<file path="config.mk">
export PLATFORM = sky130hd
export DESIGN_NAME = pso_shift_register
export DESIGN_NICKNAME = d
export VERILOG_FILES = /design/src/pso_pkg.sv /design/src/pso_bit_buffer.sv /design/src/pso_shift_register.sv
export SDC_FILE = /design/constraint.sdc
export NUM_CORES = 1
export LEC_CHECK = 0
export BUFFER_PORTS_ARGS = -buffer_cell sky130_fd_sc_hd__buf_2
export CAP_MARGIN = 40
export CORE_MARGIN = 2
export CORE_UTILIZATION = 30
export DETAILED_ROUTE_END_ITERATION = 10
export SYNTH_ARGS = -nofsm -noshare
export SYNTH_HDL_FRONTEND = slang
export SYNTH_HIERARCHICAL = 1
export SYNTH_SLANG_ARGS = --single-unit
</file>
<file path="constraint.sdc">
create_clock -name clock -period 2.04 [get_ports clock]
set_input_delay 0.408 -clock clock [delete_from_list [all_inputs] [get_ports clock]]
set_output_delay 0.408 -clock clock [all_outputs]
set_load 0.005 [all_outputs]
</file>
<file path="src/pso_pkg.sv">
// shared constants for the parallel/serial-in, serial-out shift register
package pso_pkg;

  // number of cascaded storage stages
  localparam int STAGES = 8;

  // pins that pass the input synchroniser: 8 parallel, serial, load select, two clocks
  localparam int PIN_COUNT = 12;

  // positions of the single-bit pins inside the synchronised pin vector
  localparam int PIN_SERIAL = 8;
  localparam int PIN_LOAD = 9;
  localparam int PIN_CLK_A = 10;
  localparam int PIN_CLK_B = 11;

  // flip-flops in each pin synchroniser
  localparam int SYNC_FLOPS = 3;

  // shifted-out bit buffer shape
  localparam int BUF_WIDTH = 1;
  localparam int BUF_DEPTH = 2;

  // values after reset
  localparam logic [STAGES-1:0] STAGES_RST = 8'h00;
  localparam logic [PIN_COUNT-1:0] PINS_RST = 12'h000;
  localparam logic [SYNC_FLOPS-1:0] SYNC_RST = 3'h0;

  // operating mode of the register, from the load select level
  typedef enum logic [0:0] {
    PSO_LOAD = 1'b0,
    PSO_SHIFT = 1'b1
  } pso_mode_e;

endpackage

</file>
<file path="src/pso_bit_buffer.sv">
// two-entry buffer holding bits shifted out of the last stage
`timescale 1ns/100ps
module pso_bit_buffer #(
  parameter int WIDTH = pso_pkg::BUF_WIDTH,
  parameter int DEPTH = pso_pkg::BUF_DEPTH
) (
  input wire logic clock,
  input wire logic sys_rst,
  input wire logic inValid,
  output logic inReady,
  input wire logic [WIDTH-1:0] inData,
  output logic outValid,
  input wire logic outReady,
  output logic [WIDTH-1:0] outData
);

  // entry 0 is the head, so the head word and valid come straight from flops
  logic [WIDTH-1:0] mem [DEPTH];
  logic [DEPTH-1:0] used;
  logic [DEPTH-1:0] next_used;
  logic pop;
  logic push;
  // occupancy once a pop has moved entries down, and the slots whose lower neighbour is taken
  logic [DEPTH-1:0] kept;
  logic [DEPTH-1:0] below;

  assign pop = used[0] & outReady;
  assign push = inValid & inReady;
  assign outValid = used[0];
  assign outData = mem[0];

  // occupancy after a pop shifts entries down, then a push fills the first free slot;
  // a slot can take the push only when every slot beneath it is still occupied
  assign kept = pop ? (used >> 1) : used;
  assign below = {kept[DEPTH-2:0], 1'b1};
  assign next_used = push ? below : kept;

  // occupancy flags; ready is registered from next_used, so it sees the drain side's pop only one cycle later
  always_ff @(posedge clock or posedge sys_rst) begin
    if (sys_rst) begin
      used <= '0;
      inReady <= 1'b1;
    end else begin
      used <= next_used;
      inReady <= ~next_used[DEPTH-1];
    end
  end

  // data moves down on a pop; the pushed word lands in the slot just freed or first empty
  genvar i;
  generate
    for (i = 0; i < DEPTH; i++) begin : g_slot
      always_ff @(posedge clock or posedge sys_rst) begin
        if (sys_rst) begin
          mem[i] <= '0;
        end else begin
          if (push && !kept[i] && below[i]) begin
            mem[i] <= inData;
          end else if (pop) begin
            mem[i] <= (i == DEPTH - 1) ? mem[i] : mem[(i + 1) % DEPTH];
          end
        end
      end
    end
  endgenerate

  // a full buffer never claims ready
  full_ready_a: assert property (@(posedge clock) disable iff (sys_rst)
    used[DEPTH-1] |-> !inReady)
    else $error("buffer full but ready high");

endmodule

</file>
<file path="src/pso_shift_register.sv">
// eight-stage parallel or serial load, serial out shift register with NOR clock pair
`timescale 1ns/100ps
// Function
// - eight cascaded stages; eighth stage drives true and inverted outputs.
// - load select low copies parallel inputs into stages, ignoring clocks and serial.
// - load select high shifts only on a rising edge of either clock.
// - internal shift clock is the NOR of the two clock inputs.
// - either clock held high blocks the other; stages stay unchanged.
// - second clock low, first clock rising gives exactly one shift.
// - first clock low, second clock rising gives exactly one identical shift.
// - a shift loads serial data into stage one and moves every stage up.
// - fully static; any clock rate down to zero works.
module pso_shift_register (
  input wire logic clock,
  input wire logic sys_rst,
  input wire logic [pso_pkg::STAGES-1:0] parallelIn,
  input wire logic serial_data_in,
  input wire logic loadSelect,
  input wire logic clockA,
  input wire logic clockB,
  output logic last_stage_out,
  output logic last_stage_out_n,
  output logic shiftedValid,
  input wire logic shiftedReady,
  output logic shiftedBit
);

  // raw pin vector in synchroniser order
  logic [pso_pkg::PIN_COUNT-1:0] pinRaw;
  // agreed pin levels after the three-flop synchronisers
  logic [pso_pkg::PIN_COUNT-1:0] pinSync;
  // storage stages, bit 0 is first_stage
  logic [pso_pkg::STAGES-1:0] stages;
  logic [pso_pkg::STAGES-1:0] next_stages;
  logic first_stage;
  // previous NOR level, for edge detection
  logic norPrev;
  logic norNow;
  logic norFall;
  // a detected shift waiting for room in the buffer, and the serial bit it captured
  logic pending;
  logic next_pending;
  logic pendBit;
  logic shiftDo;
  logic bufReady;
  pso_pkg::pso_mode_e mode;

  assign pinRaw = {clockB, clockA, loadSelect, serial_data_in, parallelIn};

  // three flops per pin; the first is only ever read by the second
  genvar p;
  generate
    for (p = 0; p < pso_pkg::PIN_COUNT; p++) begin : g_sync
      logic [pso_pkg::SYNC_FLOPS-1:0] chain;
      always_ff @(posedge clock or posedge sys_rst) begin
        if (sys_rst) begin
          chain <= pso_pkg::SYNC_RST;
        end else begin
          chain <= {chain[pso_pkg::SYNC_FLOPS-2:0], pinRaw[p]};
        end
      end
      // a change counts only once the second and third flops agree
      always_ff @(posedge clock or posedge sys_rst) begin
        if (sys_rst) begin
          pinSync[p] <= pso_pkg::PINS_RST[p];
        end else if (chain[1] == chain[2]) begin
          pinSync[p] <= chain[2];
        end
      end
    end
  endgenerate

  // mode follows the load select level
  assign mode = pinSync[pso_pkg::PIN_LOAD] ? pso_pkg::PSO_SHIFT : pso_pkg::PSO_LOAD;

  // internal shift clock is a NOR of the pair; a rise on either input while the other is low is a NOR fall
  assign norNow = ~(pinSync[pso_pkg::PIN_CLK_A] | pinSync[pso_pkg::PIN_CLK_B]);
  // an input held high pins the NOR low, so the other input cannot make an edge
  assign norFall = norPrev & ~norNow;

  // remember the NOR level; the reset value is high so a clock already high at
  // release shows as one edge, matching a part that powers up with clocks low
  always_ff @(posedge clock or posedge sys_rst) begin
    if (sys_rst) begin
      norPrev <= 1'b1;
    end else begin
      norPrev <= norNow;
    end
  end

  // a shift is performed only when the buffer can take the bit pushed out
  assign shiftDo = pending & bufReady & (mode == pso_pkg::PSO_SHIFT);

  // pending shift: a new edge wins over the clear of the one being served
  always_comb begin
    next_pending = pending;
    case (mode)
      pso_pkg::PSO_LOAD: begin
        next_pending = 1'b0;
      end
      pso_pkg::PSO_SHIFT: begin
        if (norFall) begin
          next_pending = 1'b1;
        end else if (shiftDo) begin
          next_pending = 1'b0;
        end
      end
      default: begin
        next_pending = 1'b0;
      end
    endcase
  end

  // pending flag and the serial level sampled at the clock edge
  always_ff @(posedge clock or posedge sys_rst) begin
    if (sys_rst) begin
      pending <= 1'b0;
      pendBit <= 1'b0;
    end else begin
      pending <= next_pending;
      if (norFall) begin
        pendBit <= pinSync[pso_pkg::PIN_SERIAL];
      end
    end
  end

  // stage update: parallel copy, one-bit shift, or hold
  always_comb begin
    next_stages = stages;
    case (mode)
      pso_pkg::PSO_LOAD: begin
        next_stages = pinSync[pso_pkg::STAGES-1:0];
      end
      pso_pkg::PSO_SHIFT: begin
        // both clock inputs produce the same single shift
        if (shiftDo) begin
          next_stages = {stages[pso_pkg::STAGES-2:0], pendBit};
        end
      end
      default: begin
        next_stages = stages;
      end
    endcase
  end

  // stages hold without any edge, so a stopped clock pair loses nothing
  always_ff @(posedge clock or posedge sys_rst) begin
    if (sys_rst) begin
      stages <= pso_pkg::STAGES_RST;
    end else begin
      stages <= next_stages;
    end
  end

  // true and inverted last-stage outputs, each its own flop
  always_ff @(posedge clock or posedge sys_rst) begin
    if (sys_rst) begin
      last_stage_out <= pso_pkg::STAGES_RST[pso_pkg::STAGES-1];
      last_stage_out_n <= ~pso_pkg::STAGES_RST[pso_pkg::STAGES-1];
    end else begin
      last_stage_out <= next_stages[pso_pkg::STAGES-1];
      last_stage_out_n <= ~next_stages[pso_pkg::STAGES-1];
    end
  end

  assign first_stage = stages[0];

  // bits discarded from the eighth stage are offered to the receiver; a stall
  // holds the next shift back rather than dropping a bit
  pso_bit_buffer #(
    .WIDTH(pso_pkg::BUF_WIDTH),
    .DEPTH(pso_pkg::BUF_DEPTH)
  ) pso_bit_buffer_inst (
    .clock(clock),
    .sys_rst(sys_rst),
    .inValid(shiftDo),
    .inReady(bufReady),
    .inData(stages[pso_pkg::STAGES-1]),
    .outValid(shiftedValid),
    .outReady(shiftedReady),
    .outData(shiftedBit)
  );

  // complementary outputs always disagree
  out_complement_a: assert property (@(posedge clock) disable iff (sys_rst)
    last_stage_out_n == ~last_stage_out)
    else $error("last stage outputs not complementary");

  // parallel mode copies the agreed parallel pins one cycle later
  par_load_a: assert property (@(posedge clock) disable iff (sys_rst)
    (mode == pso_pkg::PSO_LOAD) |=> (stages == $past(pinSync[pso_pkg::STAGES-1:0])))
    else $error("parallel load did not copy inputs");

  // last-stage output follows the eighth parallel input in load mode
  par_last_a: assert property (@(posedge clock) disable iff (sys_rst)
    (mode == pso_pkg::PSO_LOAD) |=> (last_stage_out == $past(pinSync[pso_pkg::STAGES-1])))
    else $error("last stage does not follow eighth input");

  // shift mode with no shift leaves the stages alone
  shift_hold_a: assert property (@(posedge clock) disable iff (sys_rst)
    (mode == pso_pkg::PSO_SHIFT) && !shiftDo |=> $stable(stages))
    else $error("stages changed without a shift");

  // a shift moves each stage up and puts the captured serial bit first
  shift_move_a: assert property (@(posedge clock) disable iff (sys_rst)
    shiftDo |=> (stages == {$past(stages[pso_pkg::STAGES-2:0]), $past(pendBit)}))
    else $error("shift did not move stages correctly");

  // a clock input held high for two samples blocks any edge from the other
  inhibit_a: assert property (@(posedge clock) disable iff (sys_rst)
    (pinSync[pso_pkg::PIN_CLK_A] && $past(pinSync[pso_pkg::PIN_CLK_A])) ||
    (pinSync[pso_pkg::PIN_CLK_B] && $past(pinSync[pso_pkg::PIN_CLK_B])) |-> !norFall)
    else $error("edge seen while a clock input is held high");

  // a rising clock with the other low is recorded for one shift
  edge_record_a: assert property (@(posedge clock) disable iff (sys_rst)
    (mode == pso_pkg::PSO_SHIFT) && $rose(pinSync[pso_pkg::PIN_CLK_A] | pinSync[pso_pkg::PIN_CLK_B])
    && $past(norNow) |=> pending)
    else $error("clock edge not recorded");

  // a recorded shift with room in the buffer lands in it at the next edge
  serve_shift_a: assert property (@(posedge clock) disable iff (sys_rst)
    pending && bufReady && (mode == pso_pkg::PSO_SHIFT) |=> shiftedValid)
    else $error("ready buffer but shift not taken");

  // both clocks steady low in shift mode, with no shift pending, keep the outputs still
  idle_still_a: assert property (@(posedge clock) disable iff (sys_rst)
    (mode == pso_pkg::PSO_SHIFT) && !pending && norNow && norPrev |=> $stable(last_stage_out))
    else $error("output moved with clocks idle");

  // a stalled buffer keeps the pending shift alive
  stall_keep_a: assert property (@(posedge clock) disable iff (sys_rst)
    pending && !bufReady && (mode == pso_pkg::PSO_SHIFT) |=> pending && $stable(stages))
    else $error("pending shift lost under back-pressure");

  // the captured serial bit becomes the first stage
  first_in_a: assert property (@(posedge clock) disable iff (sys_rst)
    shiftDo |=> (first_stage == $past(pendBit)))
    else $error("first stage did not take serial bit");

  // parallel mode drops any recorded shift
  load_no_pend_a: assert property (@(posedge clock) disable iff (sys_rst)
    (mode == pso_pkg::PSO_LOAD) |=> !pending)
    else $error("shift kept pending in load mode");

  // the true output flop always mirrors the eighth stage
  out_eighth_a: assert property (@(posedge clock) disable iff (sys_rst)
    last_stage_out == stages[pso_pkg::STAGES-1])
    else $error("output differs from eighth stage");

  // the serial level is taken at the edge itself, not at the later shift
  serial_grab_a: assert property (@(posedge clock) disable iff (sys_rst)
    norFall |=> (pendBit == $past(pinSync[pso_pkg::PIN_SERIAL])))
    else $error("serial bit not captured at edge");

  // one edge yields one shift; pending survives only if a new edge arrived
  one_shift_a: assert property (@(posedge clock) disable iff (sys_rst)
    shiftDo |=> (pending == $past(norFall)))
    else $error("edge served more than once");

  // nothing but a clock edge creates a pending shift
  pend_from_edge_a: assert property (@(posedge clock) disable iff (sys_rst)
    $rose(pending) |-> $past(norFall))
    else $error("shift pending without an edge");

  // the OR of the two clock inputs falling lifts the NOR and must never count as an edge
  fall_no_edge_a: assert property (@(posedge clock) disable iff (sys_rst)
    $fell(pinSync[pso_pkg::PIN_CLK_A] | pinSync[pso_pkg::PIN_CLK_B]) |-> !norFall)
    else $error("falling clock seen as an edge");

  // with room at the head, the pushed bit is the old eighth stage
  out_bit_a: assert property (@(posedge clock) disable iff (sys_rst)
    shiftDo && (!shiftedValid || shiftedReady) |=> (shiftedBit == $past(stages[pso_pkg::STAGES-1])))
    else $error("discarded bit not offered");

  // stages move only through a parallel copy or a served shift
  stage_cause_a: assert property (@(posedge clock) disable iff (sys_rst)
    !$stable(stages) |-> ($past(mode) == pso_pkg::PSO_LOAD) || $past(shiftDo))
    else $error("stages changed without cause");

  // a stalled receiver sees the same head bit until it takes it
  valid_hold_a: assert property (@(posedge clock) disable iff (sys_rst)
    shiftedValid && !shiftedReady |=> shiftedValid && $stable(shiftedBit))
    else $error("head bit lost while stalled");

  // the captured bit is not disturbed while a shift waits
  pend_bit_keep_a: assert property (@(posedge clock) disable iff (sys_rst)
    !norFall |=> $stable(pendBit))
    else $error("pending serial bit changed");

  // inverted output follows the eighth parallel input in load mode
  load_inv_out_a: assert property (@(posedge clock) disable iff (sys_rst)
    (mode == pso_pkg::PSO_LOAD) |=> (last_stage_out_n == !$past(pinSync[pso_pkg::STAGES-1])))
    else $error("inverted output does not follow input");

  // first clock rising with the second low records a shift
  rise_a_record_a: assert property (@(posedge clock) disable iff (sys_rst)
    (mode == pso_pkg::PSO_SHIFT) && $rose(pinSync[pso_pkg::PIN_CLK_A]) && !pinSync[pso_pkg::PIN_CLK_B]
    && !$past(pinSync[pso_pkg::PIN_CLK_B]) |=> pending)
    else $error("first clock edge not recorded");

  // second clock rising with the first low records a shift
  rise_b_record_a: assert property (@(posedge clock) disable iff (sys_rst)
    (mode == pso_pkg::PSO_SHIFT) && $rose(pinSync[pso_pkg::PIN_CLK_B]) && !pinSync[pso_pkg::PIN_CLK_A]
    && !$past(pinSync[pso_pkg::PIN_CLK_A]) |=> pending)
    else $error("second clock edge not recorded");

endmodule

</file>
==> reports/results.tsv, run 1 <==
stage	metric	value	unit
synth	synth_cells	140	
timing	setup_viol	0	
synth	ys_ff_latch	65	
pwr	peakVddDrop	0.0005352	V
critical_path	critical_path.top_delay_family	flip-flops	
critical_path	cp.required	2.26	ns
global_route	first_global_vias	1139	
drt	firstDrtPassIters	3	
place	pre_cts_slack	0.4313	ns
place	dpl.hpwl	1.899	mm
critical_path	cp_num_buf_inv	0	
place	place_congestion	0.7139	
critical_path	cp-end-kind	flop	
clock_network	clkSinkCount	65	
global_route	grt_max_degree	29	
critical_path	critPathLaunchType	flop	
clock_network	htreeDepth	3	
critical_path	reg2reg_slack	0.40	ns
critical_path	arrival	1.86	ns
critical_path	cpMaxStageDelayCell	dfstp_2	
clock_network	clkLatencyLatePin	0.34	ns
timing	slew_headroom	70.95	%
layout	num-nets-final	182	
global_route	grt_overflow	0	
critical_path	r2r_cells	4	
clock_network	cts_tree	done	
synth	synth_top_area_share	71.80	%
drt	first_iter_violations	100	
global_route	grt_util_all_layers	9.485	%
pwr	powerDensity	1105	nW/um2
run	cap_violations	0	
drt	post-route-drc-count	0	
synth	yosys_warnings	6	
critical_path	r2r-start	pso_bit_buffer_inst/inReady$_DFF_PP1_	
min_path	min_to	g_sync[8].chain[0]$_DFF_PP0_	
synth	synth_top_area_cell	dfrtp_1	
timing	fmax	610.9	MHz
critical_path	crit_type	reg2reg	
layout	drive_above_1_share	25.58	%
synth	seq_area_frac_synth	75.45	%
synth	synth_ff_type	dfrtp_1	
synth	syn_area	2161	um2
layout	antenna_cells	0	
outcome	status	finished, final reports clean	
die	num_rows	30	
critical_path	crit_fanout	13	
die	io_pins	19	
layout	area_growth	17.72	%
timing	hold_violations	0	
synth	ys_types	23	
timing	worst_pin_slew	0.4352	ns
place	numPortBuffers	18	
clock_network	cts_made_buffers	9	
clock_network	cts_setup_buffers	0	
die	initial_core_util	31.46	%
drt	wl_per_cell	11.08	um
timing	fin_tns_setup	0	ns
timing	setup_ws	0.4029	ns
timing	final-max-slew-violation-count	0	
synth	synthTopCellsByArea	dfrtp_1 72%, maj3_1 5.6%, dfstp_2 3.6%	
timing	post-route-period-util	80.25	%
synth	syn_avg_cell_area	15.43	um2
drt	wl	2.970	mm
drt	final_antenna_net_count	0	
timing	fin_skew	0.008542	ns
place	dp_cells	251	
clock_network	cts_buffer_depth	2	
min_path	worstHoldPathCells	1	
die	core_area	6869	um2
global_route	grt_antenna_before_repair	0	
synth	synth_async_sr_flop_share	100.0	%
timing	rsz0062_at_grt	no	
synth	syn-num-nets	155	
die	die_x	88.87	um
clock_network	root_buffer	clkbuf_8	
critical_path	slowest_delay	0.65	ns
die	die_area	7898	um2
layout	layout.cells.non_filler	268	
critical_path	r2r_end	pso_bit_buffer_inst/outData$_DFFE_PP0P_	
min_path	hold_path_class	in2reg	
clock_network	clk_pin_slew	0.07	ns
pwr	power_leakage	1.132	nW
global_route	grt_pass1_wl	5.257	mm
drt	via_count	1118	
timing	fin_crit	1.637	ns
drt	vias_per_cell	4.172	
die	die_h	88.87	um
synth	synth_edf_count	0	
critical_path	cp_cell_sequence	and3_1 > nand2_1 > a21oi_1 > mux2_2	
min_path	min-delay-start	serial_data_in	
flip-flops by register name, indices dropped and copies added (netlist names), named ones only:
register                     cells
stages                           7
pending                          1
pinSync                         12
last_stage_out_n                 1
norPrev                          1
g_sync.chain                    36
pso_bit_buffer_inst/inReady      1
pso_bit_buffer_inst/outData      1
pso_bit_buffer_inst/mem          1
pso_bit_buffer_inst/used         2
pendBit                          1
power by group:
part	total (W)	internal [W]	switching, W
clock	0.00100	0.000561	0.000442
sequential	0.00156	0.00144	0.000114
combinational	0.000251	0.000133	0.000117
cells in the final DEF (no fill, tap or decap), drive strengths merged:
| cell type | instances |
|---|---|
| dlygate4sd3 | 1 |
| o221ai | 9 |
| inv | 10 |
| mux2 | 4 |
| xnor2 | 1 |
| a21boi | 1 |
| nand2 | 12 |
| dfrtp | 62 |
| nand4 | 9 |
| a21oi | 1 |
| nand3 | 1 |
| clkbuf | 12 |
| maj3 | 12 |
| buf | 21 |
| and2 | 1 |
| clkinvlp | 1 |
| o221a | 2 |
| bufinv | 1 |
| and3 | 1 |
| dfstp | 3 |
| clkinv | 2 |
| nand2b | 2 |
| nor2 | 2 |
| o21ai | 1 |
worst max-delay path by stage:
| stage | from | end | slack (ns) | depth (start not counted) |
|---|---|---|---|---|
| final | pso_bit_buffer_inst/inReady$_DFF_PP1_ | pso_bit_buffer_inst/outData$_DFFE_PP0P_ | 0.40 | 4 |
| after global routing | pso_bit_buffer_inst/inReady$_DFF_PP1_ | pso_bit_buffer_inst/outData$_DFFE_PP0P_ | 0.29 | 4 |
| after CTS | pso_bit_buffer_inst/inReady$_DFF_PP1_ | pso_bit_buffer_inst/outData$_DFFE_PP0P_ | 0.42 | 4 |
| after detailed placement | pso_bit_buffer_inst/inReady$_DFF_PP1_ | pso_bit_buffer_inst/outData$_DFFE_PP0P_ | 0.43 | 4 |
| after global placement | pso_bit_buffer_inst/inReady$_DFF_PP1_ | pso_bit_buffer_inst/outData$_DFFE_PP0P_ | 0.49 | 4 |
| after floorplan | sys_rst | asynchronous set/reset pin | 0.15 | 1 |
routing by layer:
layer	global-route usage, %	part of all wire [%]	vias to the layer above
li1	-	-	540
met1	11.61	48	545
met2	12.75	44	27
met3	6.716	6.9	6
met4	4.132	1.4	0
met5	0	0	-
worst reg2reg max path, stage by stage (launching register included):
cell and delay [ns]:
dfstp_2 0.65, and3_1 0.22, nand2_1 0.13, a21oi_1 0.17
mux2_2 0.35
metrics by stage:
stage          utilization, %  hold slack (ns)  power [W]  instance area [um2]
2_1_floorplan               -           0.1858   0.001754                 2161
3_3_place_gp            34.23           0.3315   0.001814                 2351
3_5_place_dp            34.23           0.3323   0.001834                 2351
4_1_cts                 37.03           0.1510   0.002863                 2544
5_1_grt                 37.03           0.1407   0.002974                 2544
6_report                37.03           0.1695   0.002811                 2544
kinds of logic (layout without fill, tap and decap cells):
group                      count (synthesis)  in the layout  synth area share (%)
AOI/OAI and AO/OA                         14             14                 5.501
xor gates and xnor gates                   1              1                0.4054
adders and majority gates                 12             12                 5.559
buffers and inverters                     16             48                 4.285
DFF                                       65             65                 75.45
muxes                                      4              4                 2.258
and+or+nand+nor                           28             28                 6.543
layout make-up:
type / instances / area [um2]
repair buffers: 22 / 135.1
clock buffers: 12 / 135.1
flip-flops and latches: 65 / 1630
clock inverters: 4 / 47.55
fillers: 672 / 4325
inverters: 10 / 37.54
well taps: 96 / 120.1
multi-input cells: 59 / 437.9
synth_stat cells (2+ instances only):
library cell,n
dfstp_2,3
inv_1,10
nand2b_1,2
nand2_1,11
dfrtp_1,62
buf_2,2
maj3_1,12
nand4_1,9
o221ai_1,9
nor2_1,2
mux2_2,3
buf_6,4
timing repair:
action,CTS,global route
hold endpoints to repair,4,0
hold buffers,1,0
gates resized for setup,0,0
No activity file was read; power rests on OpenSTA's default activity.
==> run 2: changes to the inputs <==
==> constraint.sdc (replaced) <==
create_clock -name clock -period 1.5 [get_ports clock]
set_input_delay 0.3 -clock clock [delete_from_list [all_inputs] [get_ports clock]]
set_output_delay 0.3 -clock clock [all_outputs]
set_load 0.005 [all_outputs]
==> reports/results.tsv, run 2 (synthesized netlist as in run 1, its figures left out) <==
stage	metric	value	unit
pwr	peakVddDrop	0.0008351	V
timing	fin_skew	0.002992	ns
global_route	grt_pass1_wl	5.106	mm
min_path	hold_path_class	in2reg	
clock_network	clkSinkCount	65	
outcome	status	finished, final reports clean	
clock_network	cts_made_buffers	9	
critical_path	arrival	1.66	ns
timing	hold_violations	0	
pwr	powerDensity	1626	nW/um2
timing	post-route-period-util	96.41	%
timing	slew_headroom	73.69	%
clock_network	cts_setup_buffers	0	
clock_network	clkLatencyLatePin	0.33	ns
global_route	grt_antenna_before_repair	0	
drt	wl_per_cell	10.76	um
global_route	grt_max_degree	35	
timing	fin_tns_setup	0	ns
place	numPortBuffers	18	
place	pre_cts_slack	0.05930	ns
layout	antenna_cells	0	
critical_path	r2r-start	pso_bit_buffer_inst/inReady$_DFF_PP1_	
pwr	p_int	0.003364	W
clock_network	cts_buffer_depth	2	
clock_network	htreeDepth	3	
timing	fmax	691.5	MHz
timing	rsz0062_at_grt	no	
layout	final_cell_mix	62 x dfrtp_1, 18 x buf_2, 12 x maj3_1, 11 x clkbuf_8, 10 x nand2_1	
min_path	min-delay-start	parallelIn[6]	
critical_path	critical_path.top_delay_family	flip-flops	
critical_path	slowest_delay	0.56	ns
drt	vias_per_cell	4.144	
drt	final_antenna_net_count	0	
critical_path	critPathLaunchType	flop	
layout	drive_above_1_share	28.74	%
clock_network	root_buffer	clkbuf_8	
layout	largest_register	g_sync.chain	
pwr	pwr-share-comb	9.3	%
die	die_area	7898	um2
pwr	clkPwrFrac	42.2	%
layout	reg_top3	g_sync.chain: 36 flops, pinSync: 12 flops, stages: 7 flops	
run	cap_violations	0	
critical_path	cpMaxStageDelayCell	dfstp_2	
layout	largest_reg_flops	36	
critical_path	cp.required	1.71	ns
layout	final_common_cell	dfrtp_1	
place	dpl.hpwl	1.821	mm
critical_path	crit_type	reg2reg	
clock_network	cts-resized-gates	0	
critical_path	setup.worst_path.start	pso_bit_buffer_inst/inReady$_DFF_PP1_	
critical_path	cp_cell_sequence	and3_4 > nand2_2 > a21oi_1 > mux2_2	
die	core_area	6869	um2
die	initial_core_util	31.46	%
drt	via_count	1119	
global_route	grt_overflow	0	
pwr	switching_power	0.0009319	W
die	num_rows	30	
pwr	power_leakage	1.173	nW
drt	firstDrtPassIters	4	
timing	setup_viol	0	
critical_path	crit_fanout	6	
critical_path	cp-end-kind	flop	
drt	first_iter_violations	63	
layout	num-nets-final	184	
clock_network	cts_tree	done	
critical_path	cp_num_buf_inv	0	
drt	post-route-drc-count	0	
global_route	grt_util_all_layers	9.111	%
clock_network	clk_pin_slew	0.07	ns
clock_network	ctsHoldBuffers	1	
global_route	first_global_vias	1125	
place	place_congestion	0.7018	
timing	setup_ws	0.05381	ns
timing	fin_crit	1.446	ns
timing	final-max-slew-violation-count	0	
die	io_pins	19	
drt	wl	2.906	mm
die	die_x	88.87	um
pwr	pwr-share-seq	48.4	%
layout	area_growth	22.23	%
pwr	p_sw_share	21.69	%
die	die_h	88.87	um
timing	worst_pin_slew	0.3938	ns
run 2: area by class of cell:
type / instances / area (um2)
clock inverters: 4 / 98.84
repair buffers: 24 / 150.1
inverters: 10 / 41.29
flip-flops and latches: 65 / 1630
clock buffers: 12 / 155.1
fillers: 657 / 4228
multi-input cells: 59 / 445.4
well taps: 96 / 120.1
run 2: stage by stage:
stage               instances  instance area, um2  total power (W)  util [%]  hold WS [ns]
floorplan                 140                2178         0.002411         -       0.07779
global placement          253                2377         0.002502     34.61        0.2464
detailed placement        253                2377         0.002518     34.61        0.2506
CTS                       270                2641         0.004364     38.45       0.05008
global route              270                2641         0.004518     38.45       0.04486
finish                    270                2641         0.004295     38.45       0.07258
run 2: power by group through the flow:
| stage | sequential, W | clock (W) | combinational, W |
|---|---|---|---|
| 2_1_floorplan | 0.00209 | 0 | 0.000322 |
| 3_3_place_gp | 0.00211 | 0 | 0.000395 |
| 3_5_place_dp | 0.00211 | 0 | 0.000406 |
| 4_1_cts | 0.00208 | 0.00187 | 0.000408 |
| 5_1_grt | 0.00211 | 0.00196 | 0.000451 |
| 6_report | 0.00208 | 0.00181 | 0.000401 |
run 2: path summary, 6_finish.rpt:
path / depth (start not counted) / to / slack [ns]
setup reg to reg: 4 / pso_bit_buffer_inst/outData$_DFFE_PP0P_ / 0.05
hold reg to reg: 0 / g_sync[5].chain[1]$_DFF_PP0_ / 0.35
max in group asynchronous: 4 / norPrev$_DFF_PP1_ / 0.44
setup / recovery: 4 / pso_bit_buffer_inst/outData$_DFFE_PP0P_ / 0.05
min in group asynchronous: 3 / pso_bit_buffer_inst/outData$_DFFE_PP0P_ / 0.44
hold / removal: 1 / g_sync[6].chain[0]$_DFF_PP0_ / 0.07
run 2: per-layer routing:
layer | track usage (%) | vias to the layer above | routed length, um
met5 | 0 | - | 0
met4 | 6.612 | 0 | 83
met3 | 4.198 | 6 | 161
met2 | 13.16 | 26 | 1296
met1 | 10.63 | 542 | 1364
li1 | - | 545 | -
run 2: worst register-to-register path, stage by stage, from the launching register on:
cell	delay (ns)
dfstp_2	0.56
and3_4	0.19
nand2_2	0.09
a21oi_1	0.14
mux2_2	0.35
